[config.mk]
export PLATFORM = sky130hd
export DESIGN_NAME = ipl_priority_regs
export DESIGN_NICKNAME = d
export VERILOG_FILES = /design/src/core/ipl_pkg.sv /design/src/core/ipl_priority_regs.sv
export VERILOG_INCLUDE_DIRS = /design/src /design/src/core
export SDC_FILE = /design/constraint.sdc
export NUM_CORES = 1
export LEC_CHECK = 0
export BUFFER_PORTS_ARGS = -buffer_cell sky130_fd_sc_hd__buf_2
export CAP_MARGIN = 10
export CORE_AREA = 2 2 206 107
export CTS_CLUSTER_DIAMETER = 30
export DETAILED_ROUTE_END_ITERATION = 12
export DIE_AREA = 0 0 208 109
export HOLD_SLACK_MARGIN = 0.15
export SYNTH_ARGS = -nofsm -noshare
export SYNTH_HDL_FRONTEND = slang
export SYNTH_SLANG_ARGS = --single-unit
[constraint.sdc]
create_clock -name clk -period 4.3 [get_ports clk]
set_input_delay 0.43 -clock clk [delete_from_list [all_inputs] [get_ports clk]]
set_output_delay 0.43 -clock clk [all_outputs]
set_load 0.02 [all_outputs]
[src/core/ipl_defs.svh]
// register offsets, field positions, reset values and bus codes for the priority level registers
`ifndef IPL_DEFS_SVH
`define IPL_DEFS_SVH

// word indices; byte address is four times the index
`define IPL_IDX_ONE 6'h01
`define IPL_IDX_TWO 6'h02
`define IPL_IDX_THREE 6'h03
`define IPL_IDX_FOUR 6'h04
`define IPL_ADDR_ONE {`IPL_IDX_ONE, 2'b00}
`define IPL_ADDR_TWO {`IPL_IDX_TWO, 2'b00}
`define IPL_ADDR_THREE {`IPL_IDX_THREE, 2'b00}
`define IPL_ADDR_FOUR {`IPL_IDX_FOUR, 2'b00}

// implemented (writable) bits of each register
`define IPL_MASK_ONE 16'h003f
`define IPL_MASK_TWO 16'hffcf
`define IPL_MASK_THREE 16'hfffc
`define IPL_MASK_FOUR 16'hf000

// reset values
`define IPL_RST_ONE 16'h0000
`define IPL_RST_TWO 16'h0000
`define IPL_RST_THREE 16'h0000
`define IPL_RST_FOUR 16'h0000

// field low bit positions
`define IPL_POS_DEBUG_RX_FULL 4
`define IPL_POS_DEBUG_TX_EMPTY 2
`define IPL_POS_DEBUG_TRACE 0
`define IPL_POS_FLASH_BUFFERS_EMPTY 14
`define IPL_POS_FLASH_CMD_DONE 12
`define IPL_POS_FLASH_FAULT 10
`define IPL_POS_PLL_SLIP 8
`define IPL_POS_LOW_SUPPLY 6
`define IPL_POS_EXT_PIN_B 2
`define IPL_POS_EXT_PIN_A 0
`define IPL_POS_PORT_D 14
`define IPL_POS_PORT_E 12
`define IPL_POS_PORT_F 10
`define IPL_POS_CAN_MAILBOX 8
`define IPL_POS_CAN_WAKE 6
`define IPL_POS_CAN_FAULT 4
`define IPL_POS_CAN_BUSOFF 2
`define IPL_POS_SPI_ZERO_RX_FULL 14
`define IPL_POS_SPI_ONE_TX_EMPTY 12

// source indices on the decoded output array
`define IPL_SRC_DEBUG_RX_FULL 0
`define IPL_SRC_DEBUG_TX_EMPTY 1
`define IPL_SRC_DEBUG_TRACE 2
`define IPL_SRC_FLASH_BUFFERS_EMPTY 3
`define IPL_SRC_FLASH_CMD_DONE 4
`define IPL_SRC_FLASH_FAULT 5
`define IPL_SRC_PLL_SLIP 6
`define IPL_SRC_LOW_SUPPLY 7
`define IPL_SRC_EXT_PIN_B 8
`define IPL_SRC_EXT_PIN_A 9
`define IPL_SRC_PORT_D 10
`define IPL_SRC_PORT_E 11
`define IPL_SRC_PORT_F 12
`define IPL_SRC_CAN_MAILBOX 13
`define IPL_SRC_CAN_WAKE 14
`define IPL_SRC_CAN_FAULT 15
`define IPL_SRC_CAN_BUSOFF 16
`define IPL_SRC_SPI_ZERO_RX_FULL 17
`define IPL_SRC_SPI_ONE_TX_EMPTY 18
`define IPL_NUM_SRC 19
`define IPL_NUM_DEBUG 3

// field codes
`define IPL_FIELD_OFF 2'b00

// bus response codes
`define IPL_RESP_OKAY 2'b00
`define IPL_RESP_SLVERR 2'b10

`endif

[src/core/ipl_pkg.sv]
// types shared by the priority level register block
`default_nettype none

package ipl_pkg;

    typedef struct packed {
        logic enable;
        logic [1:0] level;
    } ipl_src_cfg_type;

    typedef struct packed {
        logic [15:0] one;
        logic [15:0] two;
        logic [15:0] three;
        logic [15:0] four;
    } ipl_regs_type;

    typedef enum logic [0:0] {
        IPL_WR_IDLE = 1'b0,
        IPL_WR_RESP = 1'b1
    } ipl_wr_state_type;

    typedef enum logic [0:0] {
        IPL_RD_IDLE = 1'b0,
        IPL_RD_RESP = 1'b1
    } ipl_rd_state_type;

endpackage

`default_nettype wire

[src/core/ipl_priority_regs.sv]
// interrupt priority level registers one to four behind an axi4-lite slave
//
// Operation
// - unused ranges of registers one, two, three read zero, ignore writes
// - debug fields decode 01,10,11 as levels 1,2,3; never level 0
// - peripheral fields decode 01,10,11 as levels 0,1,2; never level 3
// - field 00 disables its source; all fields reset to 00
// - register one bits 5..4 set debug receive-full level
// - register one bits 3..2 set debug transmit-empty level
// - register one bits 1..0 set debug trace buffer level
// - register two bits 15..14 set flash buffers-empty level
// - register two bits 13..12 set flash command-done level
// - register two bits 11..10 set flash error level
// - register two bits 9..8 set pll loss-of-lock level
// - register two bits 7..6 set low voltage detector level
// - register two bits 3..2 pin b, bits 1..0 pin a
// - register three bits 15..14 set port d level
// - register three bits 13..12 set port e level
// - register three bits 11..10 set port f level
// - register three bits 9..8 set can mailbox level
// - register three bits 7..6 set can wake-up level
// - register three bits 5..4 set can error level
// - register three bits 3..2 set can bus-off level
// - register four bits 15..14 set spi zero receive-full level
// - register four bits 13..12 set spi one transmit-empty level
`include "ipl_defs.svh"
`default_nettype none

module ipl_priority_regs (
    input wire logic clk,
    input wire logic rst,
    input wire logic [7:0] s_axi_awaddr,
    input wire logic [2:0] s_axi_awprot,
    input wire logic s_axi_awvalid,
    output logic s_axi_awready,
    input wire logic [31:0] s_axi_wdata,
    input wire logic [3:0] s_axi_wstrb,
    input wire logic s_axi_wvalid,
    output logic s_axi_wready,
    output logic [1:0] s_axi_bresp,
    output logic s_axi_bvalid,
    input wire logic s_axi_bready,
    input wire logic [7:0] s_axi_araddr,
    input wire logic [2:0] s_axi_arprot,
    input wire logic s_axi_arvalid,
    output logic s_axi_arready,
    output logic [31:0] s_axi_rdata,
    output logic [1:0] s_axi_rresp,
    output logic s_axi_rvalid,
    input wire logic s_axi_rready,
    output ipl_pkg::ipl_src_cfg_type [`IPL_NUM_SRC-1:0] src_cfg
);

    // write channel capture
    logic aw_have_q;
    logic aw_have_d;
    logic [5:0] aw_idx_q;
    logic [5:0] aw_idx_d;
    logic w_have_q;
    logic w_have_d;
    logic [31:0] w_data_q;
    logic [31:0] w_data_d;
    logic [3:0] w_strb_q;
    logic [3:0] w_strb_d;
    logic awready_q;
    logic awready_d;
    logic wready_q;
    logic wready_d;
    logic bvalid_q;
    logic bvalid_d;
    logic [1:0] bresp_q;
    logic [1:0] bresp_d;
    ipl_pkg::ipl_wr_state_type wr_state_q;
    ipl_pkg::ipl_wr_state_type wr_state_d;

    // read channel
    logic arready_q;
    logic arready_d;
    logic rvalid_q;
    logic rvalid_d;
    logic [31:0] rdata_q;
    logic [31:0] rdata_d;
    logic [1:0] rresp_q;
    logic [1:0] rresp_d;
    ipl_pkg::ipl_rd_state_type rd_state_q;
    ipl_pkg::ipl_rd_state_type rd_state_d;

    // priority registers and decoded outputs
    ipl_pkg::ipl_regs_type regs_q;
    ipl_pkg::ipl_regs_type regs_d;
    logic [1:0] field_d [`IPL_NUM_SRC];
    ipl_pkg::ipl_src_cfg_type [`IPL_NUM_SRC-1:0] cfg_q;
    ipl_pkg::ipl_src_cfg_type [`IPL_NUM_SRC-1:0] cfg_d;

    logic [15:0] lane_mask;
    logic [15:0] wr_val;

    // read mux over the word index
    function automatic logic [16:0] read_word(input logic [5:0] idx, input ipl_pkg::ipl_regs_type r);
        logic [16:0] res;
        res = 17'h00000;
        case (idx)
            `IPL_IDX_ONE: res = {1'b1, r.one & `IPL_MASK_ONE};
            `IPL_IDX_TWO: res = {1'b1, r.two & `IPL_MASK_TWO};
            `IPL_IDX_THREE: res = {1'b1, r.three & `IPL_MASK_THREE};
            `IPL_IDX_FOUR: res = {1'b1, r.four & `IPL_MASK_FOUR};
            default: res = 17'h00000;
        endcase
        return res;
    endfunction

    // write side: capture address and data in either order
    always_comb begin
        aw_have_d = aw_have_q;
        aw_idx_d = aw_idx_q;
        w_have_d = w_have_q;
        w_data_d = w_data_q;
        w_strb_d = w_strb_q;
        bvalid_d = bvalid_q;
        bresp_d = bresp_q;
        wr_state_d = wr_state_q;
        regs_d = regs_q;
        lane_mask = {{8{w_strb_q[1]}}, {8{w_strb_q[0]}}};
        wr_val = w_data_q[15:0];
        if (s_axi_awvalid && awready_q) begin
            aw_have_d = 1'b1;
            aw_idx_d = s_axi_awaddr[7:2];
        end
        if (s_axi_wvalid && wready_q) begin
            w_have_d = 1'b1;
            w_data_d = s_axi_wdata;
            w_strb_d = s_axi_wstrb;
        end
        case (wr_state_q)
            ipl_pkg::IPL_WR_IDLE: begin
                if (aw_have_q && w_have_q) begin
                    aw_have_d = 1'b0;
                    w_have_d = 1'b0;
                    bvalid_d = 1'b1;
                    bresp_d = `IPL_RESP_OKAY;
                    wr_state_d = ipl_pkg::IPL_WR_RESP;
                    case (aw_idx_q)
                        `IPL_IDX_ONE: begin
                            regs_d.one = (regs_q.one & ~(lane_mask & `IPL_MASK_ONE))
                                | (wr_val & lane_mask & `IPL_MASK_ONE);
                        end
                        `IPL_IDX_TWO: begin
                            regs_d.two = (regs_q.two & ~(lane_mask & `IPL_MASK_TWO))
                                | (wr_val & lane_mask & `IPL_MASK_TWO);
                        end
                        `IPL_IDX_THREE: begin
                            regs_d.three = (regs_q.three & ~(lane_mask & `IPL_MASK_THREE))
                                | (wr_val & lane_mask & `IPL_MASK_THREE);
                        end
                        `IPL_IDX_FOUR: begin
                            regs_d.four = (regs_q.four & ~(lane_mask & `IPL_MASK_FOUR))
                                | (wr_val & lane_mask & `IPL_MASK_FOUR);
                        end
                        default: begin
                            bresp_d = `IPL_RESP_SLVERR;
                        end
                    endcase
                end
            end
            ipl_pkg::IPL_WR_RESP: begin
                if (s_axi_bready) begin
                    bvalid_d = 1'b0;
                    wr_state_d = ipl_pkg::IPL_WR_IDLE;
                end
            end
            default: begin
                bvalid_d = 1'b0;
                wr_state_d = ipl_pkg::IPL_WR_IDLE;
            end
        endcase
        awready_d = ~aw_have_d;
        wready_d = ~w_have_d;
    end

    always_ff @(posedge clk or posedge rst) begin
        if (rst) begin
            aw_have_q <= 1'b0;
            aw_idx_q <= 6'h00;
            w_have_q <= 1'b0;
            w_data_q <= 32'h00000000;
            w_strb_q <= 4'h0;
            awready_q <= 1'b0;
            wready_q <= 1'b0;
            bvalid_q <= 1'b0;
            bresp_q <= `IPL_RESP_OKAY;
            wr_state_q <= ipl_pkg::IPL_WR_IDLE;
        end else begin
            aw_have_q <= aw_have_d;
            aw_idx_q <= aw_idx_d;
            w_have_q <= w_have_d;
            w_data_q <= w_data_d;
            w_strb_q <= w_strb_d;
            awready_q <= awready_d;
            wready_q <= wready_d;
            bvalid_q <= bvalid_d;
            bresp_q <= bresp_d;
            wr_state_q <= wr_state_d;
        end
    end

    // read side: one read at a time, data registered
    always_comb begin
        logic [16:0] word;
        word = read_word(s_axi_araddr[7:2], regs_q);
        arready_d = arready_q;
        rvalid_d = rvalid_q;
        rdata_d = rdata_q;
        rresp_d = rresp_q;
        rd_state_d = rd_state_q;
        case (rd_state_q)
            ipl_pkg::IPL_RD_IDLE: begin
                arready_d = 1'b1;
                if (s_axi_arvalid && arready_q) begin
                    arready_d = 1'b0;
                    rvalid_d = 1'b1;
                    rdata_d = {16'h0000, word[15:0]};
                    rresp_d = word[16] ? `IPL_RESP_OKAY : `IPL_RESP_SLVERR;
                    rd_state_d = ipl_pkg::IPL_RD_RESP;
                end
            end
            ipl_pkg::IPL_RD_RESP: begin
                if (s_axi_rready) begin
                    rvalid_d = 1'b0;
                    arready_d = 1'b1;
                    rd_state_d = ipl_pkg::IPL_RD_IDLE;
                end
            end
            default: begin
                rvalid_d = 1'b0;
                arready_d = 1'b1;
                rd_state_d = ipl_pkg::IPL_RD_IDLE;
            end
        endcase
    end

    always_ff @(posedge clk or posedge rst) begin
        if (rst) begin
            arready_q <= 1'b0;
            rvalid_q <= 1'b0;
            rdata_q <= 32'h00000000;
            rresp_q <= `IPL_RESP_OKAY;
            rd_state_q <= ipl_pkg::IPL_RD_IDLE;
        end else begin
            arready_q <= arready_d;
            rvalid_q <= rvalid_d;
            rdata_q <= rdata_d;
            rresp_q <= rresp_d;
            rd_state_q <= rd_state_d;
        end
    end

    // field extraction from the next register values
    always_comb begin
        field_d[`IPL_SRC_DEBUG_RX_FULL] = regs_d.one[`IPL_POS_DEBUG_RX_FULL +: 2];
        field_d[`IPL_SRC_DEBUG_TX_EMPTY] = regs_d.one[`IPL_POS_DEBUG_TX_EMPTY +: 2];
        field_d[`IPL_SRC_DEBUG_TRACE] = regs_d.one[`IPL_POS_DEBUG_TRACE +: 2];
        field_d[`IPL_SRC_FLASH_BUFFERS_EMPTY] = regs_d.two[`IPL_POS_FLASH_BUFFERS_EMPTY +: 2];
        field_d[`IPL_SRC_FLASH_CMD_DONE] = regs_d.two[`IPL_POS_FLASH_CMD_DONE +: 2];
        field_d[`IPL_SRC_FLASH_FAULT] = regs_d.two[`IPL_POS_FLASH_FAULT +: 2];
        field_d[`IPL_SRC_PLL_SLIP] = regs_d.two[`IPL_POS_PLL_SLIP +: 2];
        field_d[`IPL_SRC_LOW_SUPPLY] = regs_d.two[`IPL_POS_LOW_SUPPLY +: 2];
        field_d[`IPL_SRC_EXT_PIN_B] = regs_d.two[`IPL_POS_EXT_PIN_B +: 2];
        field_d[`IPL_SRC_EXT_PIN_A] = regs_d.two[`IPL_POS_EXT_PIN_A +: 2];
        field_d[`IPL_SRC_PORT_D] = regs_d.three[`IPL_POS_PORT_D +: 2];
        field_d[`IPL_SRC_PORT_E] = regs_d.three[`IPL_POS_PORT_E +: 2];
        field_d[`IPL_SRC_PORT_F] = regs_d.three[`IPL_POS_PORT_F +: 2];
        field_d[`IPL_SRC_CAN_MAILBOX] = regs_d.three[`IPL_POS_CAN_MAILBOX +: 2];
        field_d[`IPL_SRC_CAN_WAKE] = regs_d.three[`IPL_POS_CAN_WAKE +: 2];
        field_d[`IPL_SRC_CAN_FAULT] = regs_d.three[`IPL_POS_CAN_FAULT +: 2];
        field_d[`IPL_SRC_CAN_BUSOFF] = regs_d.three[`IPL_POS_CAN_BUSOFF +: 2];
        field_d[`IPL_SRC_SPI_ZERO_RX_FULL] = regs_d.four[`IPL_POS_SPI_ZERO_RX_FULL +: 2];
        field_d[`IPL_SRC_SPI_ONE_TX_EMPTY] = regs_d.four[`IPL_POS_SPI_ONE_TX_EMPTY +: 2];
    end

    // per-source decode of enable and level
    for (genvar i = 0; i < `IPL_NUM_SRC; i++) begin : g_dec
        always_comb begin
            cfg_d[i].enable = (field_d[i] != `IPL_FIELD_OFF);
            if (field_d[i] == `IPL_FIELD_OFF) begin
                cfg_d[i].level = 2'b00;
            end else if (i < `IPL_NUM_DEBUG) begin
                cfg_d[i].level = field_d[i];
            end else begin
                cfg_d[i].level = field_d[i] - 2'b01;
            end
        end
    end

    always_ff @(posedge clk or posedge rst) begin
        if (rst) begin
            regs_q.one <= `IPL_RST_ONE;
            regs_q.two <= `IPL_RST_TWO;
            regs_q.three <= `IPL_RST_THREE;
            regs_q.four <= `IPL_RST_FOUR;
            cfg_q <= '0;
        end else begin
            regs_q <= regs_d;
            cfg_q <= cfg_d;
        end
    end

    assign s_axi_awready = awready_q;
    assign s_axi_wready = wready_q;
    assign s_axi_bvalid = bvalid_q;
    assign s_axi_bresp = bresp_q;
    assign s_axi_arready = arready_q;
    assign s_axi_rvalid = rvalid_q;
    assign s_axi_rdata = rdata_q;
    assign s_axi_rresp = rresp_q;
    assign src_cfg = cfg_q;

endmodule

`default_nettype wire

# Word level (Yosys, flattened, before mapping)
# Cells that the tools add are included.
[classes]
n_addsub = 16
eq_ne = 12
muxes = 49
bitwise = 17
n_reduce_logical = 51
[ops]
columns = ["operator", "n"]
rows = [
  ["54-bit two-way mux", 2],
  ["16-bit AND", 5],
  ["17-bit one-hot mux with 4 select lines", 1],
  ["16-bit two-way mux", 3],
  ["16-bit inverter", 3],
  ["16-bit bitwise OR", 3],
  ["2-bit two-way mux", 21],
  ["2-bit logical NOT", 19],
  ["2-bit nonzero test", 19],
  ["2-bit by 1-bit subtractor with 2-bit output, second input constant", 16],
  ["6-bit by 2-bit == test with 1-bit output, second input constant", 4],
  ["1-bit two-way mux", 16],
  ["6-bit inverter with 16-bit output", 1],
  ["16-bit by 6-bit bitwise OR with 16-bit output", 1],
  ["6-bit by 1-bit == test with 1-bit output, second input constant", 2],
  ["6-bit by 3-bit == test with 1-bit output, second input constant", 2],
  ["3-bit AND reduction", 4],
  ["1-bit one-hot mux with 2 select lines", 5],
  ["2-bit inequality test, second input constant", 4],
  ["2-bit AND reduction", 4],
  ["6-bit two-way mux", 1],
  ["1-bit logical AND", 4],
  ["1-bit inverter", 4],
  ["4-bit OR reduction", 1],
]
[totals]
reg_bits = 174
out_inout_bits = 98

# Logic depth before layout (Yosys ltp)
# Gate-level depths: netlist (run 1).
[depth]
word_depth = 8
ltp_mapped = 7

# Worst setup path before layout (run 1)
# No wires, ideal clock.
[synth_timing]
path_kind = "reg2reg"
startpoint = "register aw_idx_q[5]"
endpoint = "register regs_q[42] (netlist name)"
setup_ns = 0.125
arrival_time_ns = 1.919
slack_ns = 2.256
path_stages_with_launch = 7
path_buffers = 3
cell_sequence = "dfrtp_1 or3_1 buf_6 or4_4 buf_6 buf_6 mux2_4"
[synth_lines]
columns = ["item", "line", "source"]
rows = [
  ["start, declared", "ipl_priority_regs.sv:57", "logic [5:0] aw_idx_q;"],
  ["start signal, assigned", "ipl_priority_regs.sv:194", "aw_idx_q <= aw_idx_d;"],
  ["end signal, assigned", "ipl_priority_regs.sv:302", "regs_q <= regs_d;"],
  ["end, declared", "ipl_priority_regs.sv:89", "ipl_pkg::ipl_regs_type regs_q;"],
]

==> impl_metrics.env, run 1 <==
export IMPL_die_area_sq_um=22700
export IMPL_dp_slack_ps=1840
export IMPL_yosys_top_cells_count="146 x dfrtp_1, 55 x mux2_2, 47 x o21ai_0"
export IMPL_drc_errors=0
export IMPL_hp_class="primary input to register"
export IMPL_finalCritPeriodShare_pct=57.7
export IMPL_critical_path_max_stage_delay_ps=1070
export IMPL_period_minus_slack_ps=2480
export IMPL_fin_nets=679
export IMPL_holdBufCountCts=1
export IMPL_die_w_microns=208
export IMPL_synth_edf_count=0
export IMPL_setup_viol=0
export IMPL_synth_most_common_cell="dfrtp_1"
export IMPL_wl_per_cell_microns=16.4
export IMPL_max_cap_viol_count=0
export IMPL_place_area_sq_um=6900
export IMPL_place_congestion=0.733
export IMPL_worst_path_max_fanout=18
export IMPL_ant_nets=0
export IMPL_routed_via_count=4095
export IMPL_clock_latency_ps=420
export IMPL_area_sequential_sq_um=3650
export IMPL_r2r_slack_ps=1820
export IMPL_std_cell_rows=38
export IMPL_avgSynthCellArea_sq_um=12.2
export IMPL_postLayoutSetupSlackWorst_ps=1820
export IMPL_path_clk_slew_ps=60
export IMPL_crit_buf_inv=0
export IMPL_core_area_sq_um=21000
export IMPL_synth_seq_cells=146
export IMPL_grt_max_degree=81
export IMPL_max_slew_worst_pin_slew_ps=1090
export IMPL_status="completed"
export IMPL_ys_top_cells_by_area="dfrtp_1 59%, mux2_2 10%, o21ai_0 3.8%"
export IMPL_ys_types=39
export IMPL_htree_levels=4
export IMPL_cpMaxStageDelayCell="nor4b_4"
export IMPL_via_per_inst=4.51
export IMPL_start_util_pct=29.2
export IMPL_io_buffers=116
export IMPL_netlist_area_sq_um=6140
export IMPL_clock_root_buffer="clkbuf_16"
export IMPL_final_cells=908
export IMPL_ys_async_sr_fraction_pct=100
export IMPL_die_y_microns=109
export IMPL_tns_ps=0
export IMPL_grt_pass1_wl_microns=23100
export IMPL_critPathArrivalTime_ps=2780
export IMPL_path_class="register to register"
export IMPL_place_detailed_hpwl_microns=10500
export IMPL_post_route_cell_area_sq_um=7480
export IMPL_p_leak_nw=3.66
export IMPL_ys_warn_count=0
export IMPL_crit_chain="nand3b_1 -> nor4b_4 -> mux2_2"
export IMPL_multi_input_area_sq_um=2230
export IMPL_post_cts_buffers=0
export IMPL_path_delay_family="simple AND/OR/NAND/NOR gates"
export IMPL_synth_top_area_share_pct=59.5
export IMPL_cp_end_kind="register"
export IMPL_cts_tree="done"
export IMPL_cts_sinks=146
export IMPL_synthFlopType="dfrtp_1"
export IMPL_grt_pass1_vias=3948
export IMPL_max_freq_mhz=403
export IMPL_yosysSeqAreaShare_pct=59.5
export IMPL_synth_top_area_cell="dfrtp_1"
export IMPL_maxSlewHeadroom_pct=27.3
export IMPL_slew_viol_final=0
export IMPL_num_fill_cells=2162
export IMPL_vdd_ir_drop_max_uv=364
export IMPL_grt_ovfl_total=0
export IMPL_drt_iter0_drc=213
export IMPL_cp_required_ps=4600
export IMPL_io_pins=163
export IMPL_cp_start_kind="register"
export IMPL_antenna_found_initial=4
export IMPL_ctsResizeCount=0
export IMPL_skew_ps=7.84
export IMPL_area_growth_pct=21.7
export IMPL_wl_microns=14900
export IMPL_rsz0062_at_grt="no"
export IMPL_cts_made_buffers=17
export IMPL_hold_viol=0
export IMPL_layout_drive_gt1_share_pct=35.9
export IMPL_dp_cells=874
export IMPL_postSynthCellCount=502
export IMPL_first_pass_iters=4
export IMPL_clk_path_buf_depth=2
export IMPL_total_power_mw=4.75
export IMPL_track_usage_pct=13.7
export IMPL_p_per_area_nw_per_um2=635
[flip-flops by register name, summed over array words and instances (netlist names), 2 cells and up]
| signal | flops |
|---|---|
| src_cfg | 57 |
| regs_q | 38 |
| s_axi_rdata | 16 |
| w_data_q | 16 |
| aw_idx_q | 6 |
| w_strb_q | 2 |
[layer usage]
metal,global-route usage [%],up-vias,routed length [microns]
li1,-,1964,-
met1,19.8,2002,7740
met2,18.2,107,5920
met3,5.39,18,1030
met4,4.66,4,186
met5,0,-,21
[through the flow]
step	utilization, %	hold slack (ps)
3_5_place_dp	32.8	462
2_1_floorplan	-	430
3_3_place_gp	32.8	455
6_report	35.6	198
5_1_grt	35.6	191
4_1_cts	35.6	169
[layout by cell type (no fill, tap or decap), types with 12 or more instances in the layout]
| cell type | n |
|---|---|
| dfrtp_1 | 146 |
| nand3_1 | 16 |
| nand2b_1 | 17 |
| buf_2 | 116 |
| mux2_2 | 55 |
| o21ai_1 | 16 |
| clkbuf_16 | 17 |
| o21ai_0 | 47 |
| nand3b_1 | 14 |
| conb_1 | 18 |
| nand2_1 | 35 |
| nor2_1 | 16 |
| a22oi_1 | 12 |
[cell type report]
class	count	share of cell area (%)
Timing Repair Buffer	123	8.67
Inverter	5	0.301
Tap cell	280	4.68
Clock inverter	14	1.76
Sequential cell	146	48.9
Antenna cell	1	0.0335
Clock buffer	18	5.87
Multi-Input combinational cell	321	29.8
[cell families (layout without fill, tap and decap cells)]
group	count (synthesis)	after routing	share of synthesized area, %
DFF	146	146	59.5
and+or+nand+nor	127	127	11.4
AOI/OAI and AO/OA	98	98	9.12
muxes	76	76	14.4
buffers and inverters	52	160	5.25
xor gates and xnor gates	2	2	0.285
other	1	19	0.0610
[worst paths after layout]
kind                                             from                         end  cells after the start
min in group asynchronous                         rst       src_cfg[54]$_DFF_PP0_                      3
hold reg to reg            s_axi_rdata[4]$_DFFE_PP0P_  s_axi_rdata[4]$_DFFE_PP0P_                      2
hold / removal                           s_axi_bready    s_axi_bvalid$_DFFE_PP0P_                      2
setup / recovery                 wr_state_q$_DFF_PP0_        regs_q[50]$_DFF_PP0_                      3
setup reg to reg                 wr_state_q$_DFF_PP0_        regs_q[50]$_DFF_PP0_                      3
max in group asynchronous                         rst     w_data_q[0]$_DFFE_PP0P_                      4
[report_power, final]
group / switching [mW] / internal, mW / leakage (nW)
clock: 0.612 / 0.818 / 0.281
combinational: 0.617 / 0.536 / 1.44
sequential: 0.404 / 1.76 / 1.94
total: 1.63 / 3.12 / 3.66
[worst register-to-register path, stage by stage (launching register included)]
cell and delay (ps):
dfrtp_1 400, nand3b_1 460, nor4b_4 1080, mux2_2 420
Power figures use the tool's default switching activity.
==> run 2, diff against run 1 <==
--- a/config.mk
+++ b/config.mk
@@ -6,6 +6,7 @@
 export SDC_FILE = /design/constraint.sdc
 export NUM_CORES = 1
 export LEC_CHECK = 0
+export ABC_AREA = 1
 export BUFFER_PORTS_ARGS = -buffer_cell sky130_fd_sc_hd__buf_2
 export CAP_MARGIN = 10
 export CORE_AREA = 2 2 206 107
==> constraint.sdc (replaced) <==
create_clock -name clk -period 2.5 [get_ports clk]
set_input_delay 0.25 -clock clk [delete_from_list [all_inputs] [get_ports clk]]
set_output_delay 0.25 -clock clk [all_outputs]
set_load 0.02 [all_outputs]
==> run 2 against run 1 <==
Compared with the run above:
- die area did not move
- sequential power rose by 61%
- final area rose by 5.5%
- combinational power rose by 96%
- via count rose by 19%
- flip-flop and latch count did not move
- synthesized cell count rose by 34%
- clock skew fell by 1.2 ps
- power rose by 78%
- count of clock-buffer cells in the layout did not move
- largest cell class unchanged
==> impl_metrics.env, run 2 <==
export IMPL_via_per_inst=4.36
export IMPL_num_fill_cells=2152
export IMPL_place_detailed_hpwl_microns=12200
export IMPL_timing_rr_start="aw_idx_q[3]$_DFFE_PP0P_"
export IMPL_clk_path_buf_depth=2
export IMPL_largest_register_ffs=57
export IMPL_critPathArrivalTime_ps=2120
export IMPL_die_w_microns=208
export IMPL_max_freq_mhz=555
export IMPL_die_y_microns=109
export IMPL_track_usage_pct=15.5
export IMPL_grt_pass1_vias=4556
export IMPL_synthFlopType="dfrtp_1"
export IMPL_drc_errors=0
export IMPL_hold_start="s_axi_araddr[4]"
export IMPL_total_power_mw=8.47
export IMPL_grt_ovfl_total=0
export IMPL_worst_path_max_fanout=12
export IMPL_p_per_area_nw_per_um2=1070
export IMPL_core_area_sq_um=21000
export IMPL_postSynthCellCount=671
export IMPL_yosysSeqAreaShare_pct=59.4
export IMPL_ant_nets=0
export IMPL_synth_top_area_cell="dfrtp_1"
export IMPL_hp_class="primary input to register"
export IMPL_area_sequential_sq_um=3650
export IMPL_post_route_cell_area_sq_um=7890
export IMPL_path_clk_slew_ps=60
export IMPL_ys_async_sr_fraction_pct=100
export IMPL_avgSynthCellArea_sq_um=9.16
export IMPL_maxSlewHeadroom_pct=64.2
export IMPL_vdd_ir_drop_max_uv=579
export IMPL_start_util_pct=29.3
export IMPL_holdWs_ps=337
export IMPL_yosys_top_cells_count="191 x nand2_1, 146 x dfrtp_1, 84 x inv_1"
export IMPL_max_cap_viol_count=0
export IMPL_status="completed"
export IMPL_p_leak_nw=4.52
export IMPL_utilization_pct=37.5
export IMPL_r2r_end="src_cfg[22]$_DFF_PP0_"
export IMPL_ys_top_cells_by_area="dfrtp_1 59%, nand2_1 12%, inv_1 5.1%"
export IMPL_cts_sinks=146
export IMPL_r2r_slack_ps=700
export IMPL_clock_root_buffer="clkbuf_16"
export IMPL_area_growth_pct=28.3
export IMPL_std_cell_rows=38
export IMPL_place_area_sq_um=7000
export IMPL_netlist_area_sq_um=6150
export IMPL_cp_start_kind="register"
export IMPL_htree_levels=4
export IMPL_cp_end_kind="register"
export IMPL_cts_made_buffers=17
export IMPL_fin_nets=891
export IMPL_skew_ps=6.68
export IMPL_first_pass_iters=5
export IMPL_multi_input_area_sq_um=2000
export IMPL_layout_drive_gt1_share_pct=23.8
export IMPL_drt_iter0_drc=352
export IMPL_layout_common_cells="191 x nand2_1, 146 x dfrtp_1, 116 x buf_2, 83 x inv_1, 68 x nor2_1"
export IMPL_synth_top_area_share_pct=59.4
export IMPL_cts_tree="done"
export IMPL_r2r_cells=8
export IMPL_finalCritPeriodShare_pct=72.1
export IMPL_synth_most_common_cell="nand2_1"
export IMPL_n_antenna_cell=0
export IMPL_synth_edf_count=0
export IMPL_slew_viol_final=0
export IMPL_antenna_found_initial=0
export IMPL_hold_viol=0
export IMPL_ys_types=26
export IMPL_period_minus_slack_ps=1800
export IMPL_place_congestion=0.849
export IMPL_io_pins=163
export IMPL_grt_pass1_wl_microns=26400
export IMPL_post_cts_buffers=0
export IMPL_clock_latency_ps=420
export IMPL_mostFrequentLayoutCell="nand2_1"
export IMPL_wl_per_cell_microns=15.0
export IMPL_hold_end="s_axi_rdata[4]$_DFFE_PP0P_"
export IMPL_rsz0062_at_grt="no"
export IMPL_cp_required_ps=2820
export IMPL_max_slew_worst_pin_slew_ps=534
export IMPL_synth_seq_cells=146
export IMPL_routed_via_count=4875
export IMPL_wl_microns=16700
export IMPL_setup_viol=0
export IMPL_path_class="register to register"
export IMPL_worstHoldPathCells=6
export IMPL_io_buffers=116
export IMPL_ys_warn_count=0
export IMPL_grt_max_degree=73
export IMPL_tns_ps=0
export IMPL_die_area_sq_um=22700
-- run 2: cell types whose count changed after synthesis, moves of 12 or more --
cell	previous run	this run
a21oi_1	11	26
a22oi_1	12	0
inv_1	5	84
mux2_2	55	13
nand2_1	35	191
nand2_2	0	13
nand2b_1	17	0
nand3_1	16	34
nand3b_1	14	1
nand4_1	0	18
nor2_1	16	68
o21ai_0	47	19
o21ai_1	16	1
-- run 2: kinds of logic after synthesis --
logic type      Yosys count  synth area share [%]
compound gates           48                  3.99
flops                   146                  59.4
mux                      13                  2.38
buf+inv                 120                  9.14
simple gates            343                  25.0
other cells               1                0.0610
-- run 2: metal layers --
| metal | global-route usage (%) | up-vias | share of wire [%] | wire length (microns) |
|---|---|---|---|---|
| met1 | 24.7 | 2325 | 54 | 8990 |
| li1 | - | 2371 | - | - |
| met4 | 3.80 | 0 | 0.80 | 134 |
| met5 | 0 | - | 0 | 0 |
| met2 | 19.7 | 167 | 37 | 6280 |
| met3 | 4.52 | 12 | 8.0 | 1340 |
-- run 2: worst max-delay path, cell delays in order, from the launching register on --
cell and delay (ps):
dfrtp_1 410, nor2_2 240, nand2_4 110, nor2_4 300, nand2_2 230, nand2_1 120, nand2_1 130, nand2_1 110
inv_1 40
-- run 2: final cells by class --
class	count	area share, %
Sequential cell	146	46.3
Multi-Input combinational cell	422	25.3
Timing Repair Buffer	150	11.8
Clock buffer	18	5.44
Tap cell	280	4.44
Inverter	89	4.31
Clock inverter	14	2.40
-- run 2: timing repair --
action | 4_1_cts | 5_1_grt
hold buffers | 27 | 0
endpoints found under the setup margin | 0 | 0
gates resized for setup | 0 | 0
endpoints found under the hold margin | 43 | 0
-- run 2: worst max-delay path by stage --
| stage | from | end |
|---|---|---|
| final | aw_idx_q[3]$_DFFE_PP0P_ | src_cfg[22]$_DFF_PP0_ |
| after global routing | wr_state_q$_DFF_PP0_ | src_cfg[2]$_DFF_PP0_ |
| after CTS | wr_state_q$_DFF_PP0_ | src_cfg[2]$_DFF_PP0_ |
| after detailed placement | wr_state_q$_DFF_PP0_ | src_cfg[2]$_DFF_PP0_ |
| after global placement | wr_state_q$_DFF_PP0_ | src_cfg[2]$_DFF_PP0_ |
| after floorplan | rst | aw_have_q$_DFF_PP0_ |
-- run 2: through the flow --
step / std cells / worst slack (ps)
after floorplan: 688 / 417
after global placement: 1060 / 766
after detailed placement: 1060 / 756
after CTS: 1119 / 743
after global routing: 1119 / 537
final: 1119 / 698
-- run 2: power by group --
part,internal [mW],leakage [nW],switching [mW]
sequential,3.03,1.94,0.470
combinational,0.717,2.29,1.53
clock,1.67,0.296,1.06
==> run 3, diff against run 2 <==
==> constraint.sdc (replaced) <==
create_clock -name clk -period 1.7 [get_ports clk]
set_input_delay 0.17 -clock clk [delete_from_list [all_inputs] [get_ports clk]]
set_output_delay 0.17 -clock clk [all_outputs]
set_load 0.02 [all_outputs]
==> run 3 against run 2 <==
Compared with the run above:
- worst setup slack lost 640 ps
- hold slack got worse by 110 ps
- utilization is 1.2 points higher
==> impl_metrics.env, run 3 (synthesized netlist as in run 2, its figures left out) <==
export IMPL_antenna_found_initial=0
export IMPL_critPathArrivalTime_ps=1950
export IMPL_tns_ps=0
export IMPL_start_util_pct=29.3
export IMPL_finalCritPeriodShare_pct=96.5
export IMPL_hold_viol=0
export IMPL_die_area_sq_um=22700
export IMPL_startpoint="aw_idx_q[5]$_DFFE_PP0P_"
export IMPL_drc_errors=0
export IMPL_cp_required_ps=2010
export IMPL_io_buffers=116
export IMPL_post_route_cell_area_sq_um=8140
export IMPL_grt_pass1_wl_microns=26600
export IMPL_htree_levels=4
export IMPL_wl_microns=16700
export IMPL_utilization_pct=38.7
export IMPL_clk_path_buf_depth=2
export IMPL_clock_root_buffer="clkbuf_16"
export IMPL_max_freq_mhz=610
export IMPL_ant_nets=0
export IMPL_area_growth_pct=32.3
export IMPL_cts_made_buffers=17
export IMPL_grt_pass1_vias=4745
export IMPL_slew_viol_final=0
export IMPL_largest_register_ffs=57
export IMPL_track_usage_pct=15.6
export IMPL_path_clk_slew_ps=60
export IMPL_grt_max_degree=51
export IMPL_vdd_ir_drop_max_uv=836
export IMPL_p_per_area_nw_per_um2=1580
export IMPL_dp_cells=1077
export IMPL_grt_ovfl_total=0
export IMPL_place_area_sq_um=7140
export IMPL_cp_end_kind="register"
export IMPL_path_class="register to register"
export IMPL_die_w_microns=208
export IMPL_timing_rr_start="aw_idx_q[5]$_DFFE_PP0P_"
export IMPL_period_minus_slack_ps=1640
export IMPL_p_leak_nw=4.65
export IMPL_place_detailed_hpwl_microns=12600
export IMPL_final_cells=1139
export IMPL_core_area_sq_um=21000
export IMPL_dp_slack_ps=68.7
export IMPL_place_congestion=0.833
export IMPL_status="completed"
export IMPL_setup_viol=0
export IMPL_postLayoutSetupSlackWorst_ps=59.3
export IMPL_hold_start="s_axi_araddr[3]"
export IMPL_routed_via_count=4806
export IMPL_first_pass_iters=5
export IMPL_cts_tree="done"
export IMPL_layout_common_cells="190 x nand2_1, 146 x dfrtp_1, 116 x buf_2, 83 x inv_1, 68 x nor2_1"
export IMPL_layout_drive_gt1_share_pct=26.1
export IMPL_holdWs_ps=224
export IMPL_rsz0062_at_grt="yes"
export IMPL_drt_iter0_drc=234
export IMPL_num_fill_cells=2122
export IMPL_std_cell_rows=38
export IMPL_fin_nets=912
export IMPL_n_antenna_cell=0
export IMPL_cp_start_kind="register"
export IMPL_area_sequential_sq_um=3650
export IMPL_io_pins=163
export IMPL_clock_latency_ps=420
export IMPL_multi_input_area_sq_um=2020
export IMPL_hp_class="primary input to register"
export IMPL_wl_per_cell_microns=14.7
export IMPL_mostFrequentLayoutCell="nand2_1"
export IMPL_max_cap_viol_count=0
export IMPL_via_per_inst=4.22
export IMPL_total_power_mw=12.8
export IMPL_die_y_microns=109
export IMPL_worst_path_max_fanout=12
export IMPL_skew_ps=6.51
export IMPL_cts_sinks=146
run 3: changes by cell type in the layout (fill, tap and decap cells not counted), moves of 2 or more:
cell / delta
a21oi_1: -2
a21oi_2: +2
buf_12: +3
buf_4: +17
clkinv_2: -2
o21ai_0: -4
o21ai_1: +4
run 3: worst max-delay path, cell delays in order, from the launching register on:
cell	delay, ps
dfrtp_1	410
nor2_4	240
nand2_4	120
nor2_4	210
buf_12	140
nand2_4	90
a21oi_1	220
nand2_1	90
run 3: cell type report:
type | count | share of cell area [%]
multi-input cells | 422 | 24.8
clock buffers | 18 | 5.40
flip-flops and latches | 146 | 44.9
inverters | 89 | 4.18
clock inverters | 13 | 2.57
well taps | 280 | 4.31
repair buffers | 171 | 13.8
run 3: routing by layer:
layer	GRT usage (%)	part of all wire, %	wire [microns]	up-vias
li1	-	-	-	2395
met1	24.8	55	9150	2244
met2	19.8	37	6170	150
met3	3.95	7.2	1200	17
met4	4.86	1.1	180	0
met5	0	0	0	-
run 3: what timing repair did:
item                                    CTS  global route
hold endpoints to repair                175             0
setup buffers                             0             3
endpoints found under the setup margin    0            19
hold buffers                             28             0
resized for setup                         0             9
run 3: report_power, final:
part | switching, mW | total (mW) | internal, mW
clock network | 1.52 | 4.15 | 2.64
registers | 0.673 | 5.13 | 4.45
logic | 2.33 | 3.56 | 1.23
total | 4.52 | 12.8 | 8.32
run 3: final timing paths:
check                           depth (start not counted)  slack [ps]                           to
max in group asynchronous                               4         820   s_axi_rdata[1]$_DFFE_PP0P_
worst max register to register                          7          60        src_cfg[11]$_DFF_PP0_
worst max-delay path                                    7          60        src_cfg[11]$_DFF_PP0_
worst min-delay path                                    4         220   s_axi_rresp[1]$_DFFE_PP0P_
min in group asynchronous                               3         290        src_cfg[48]$_DFF_PP0_
worst min register to register                          2         470  s_axi_rdata[14]$_DFFE_PP0P_
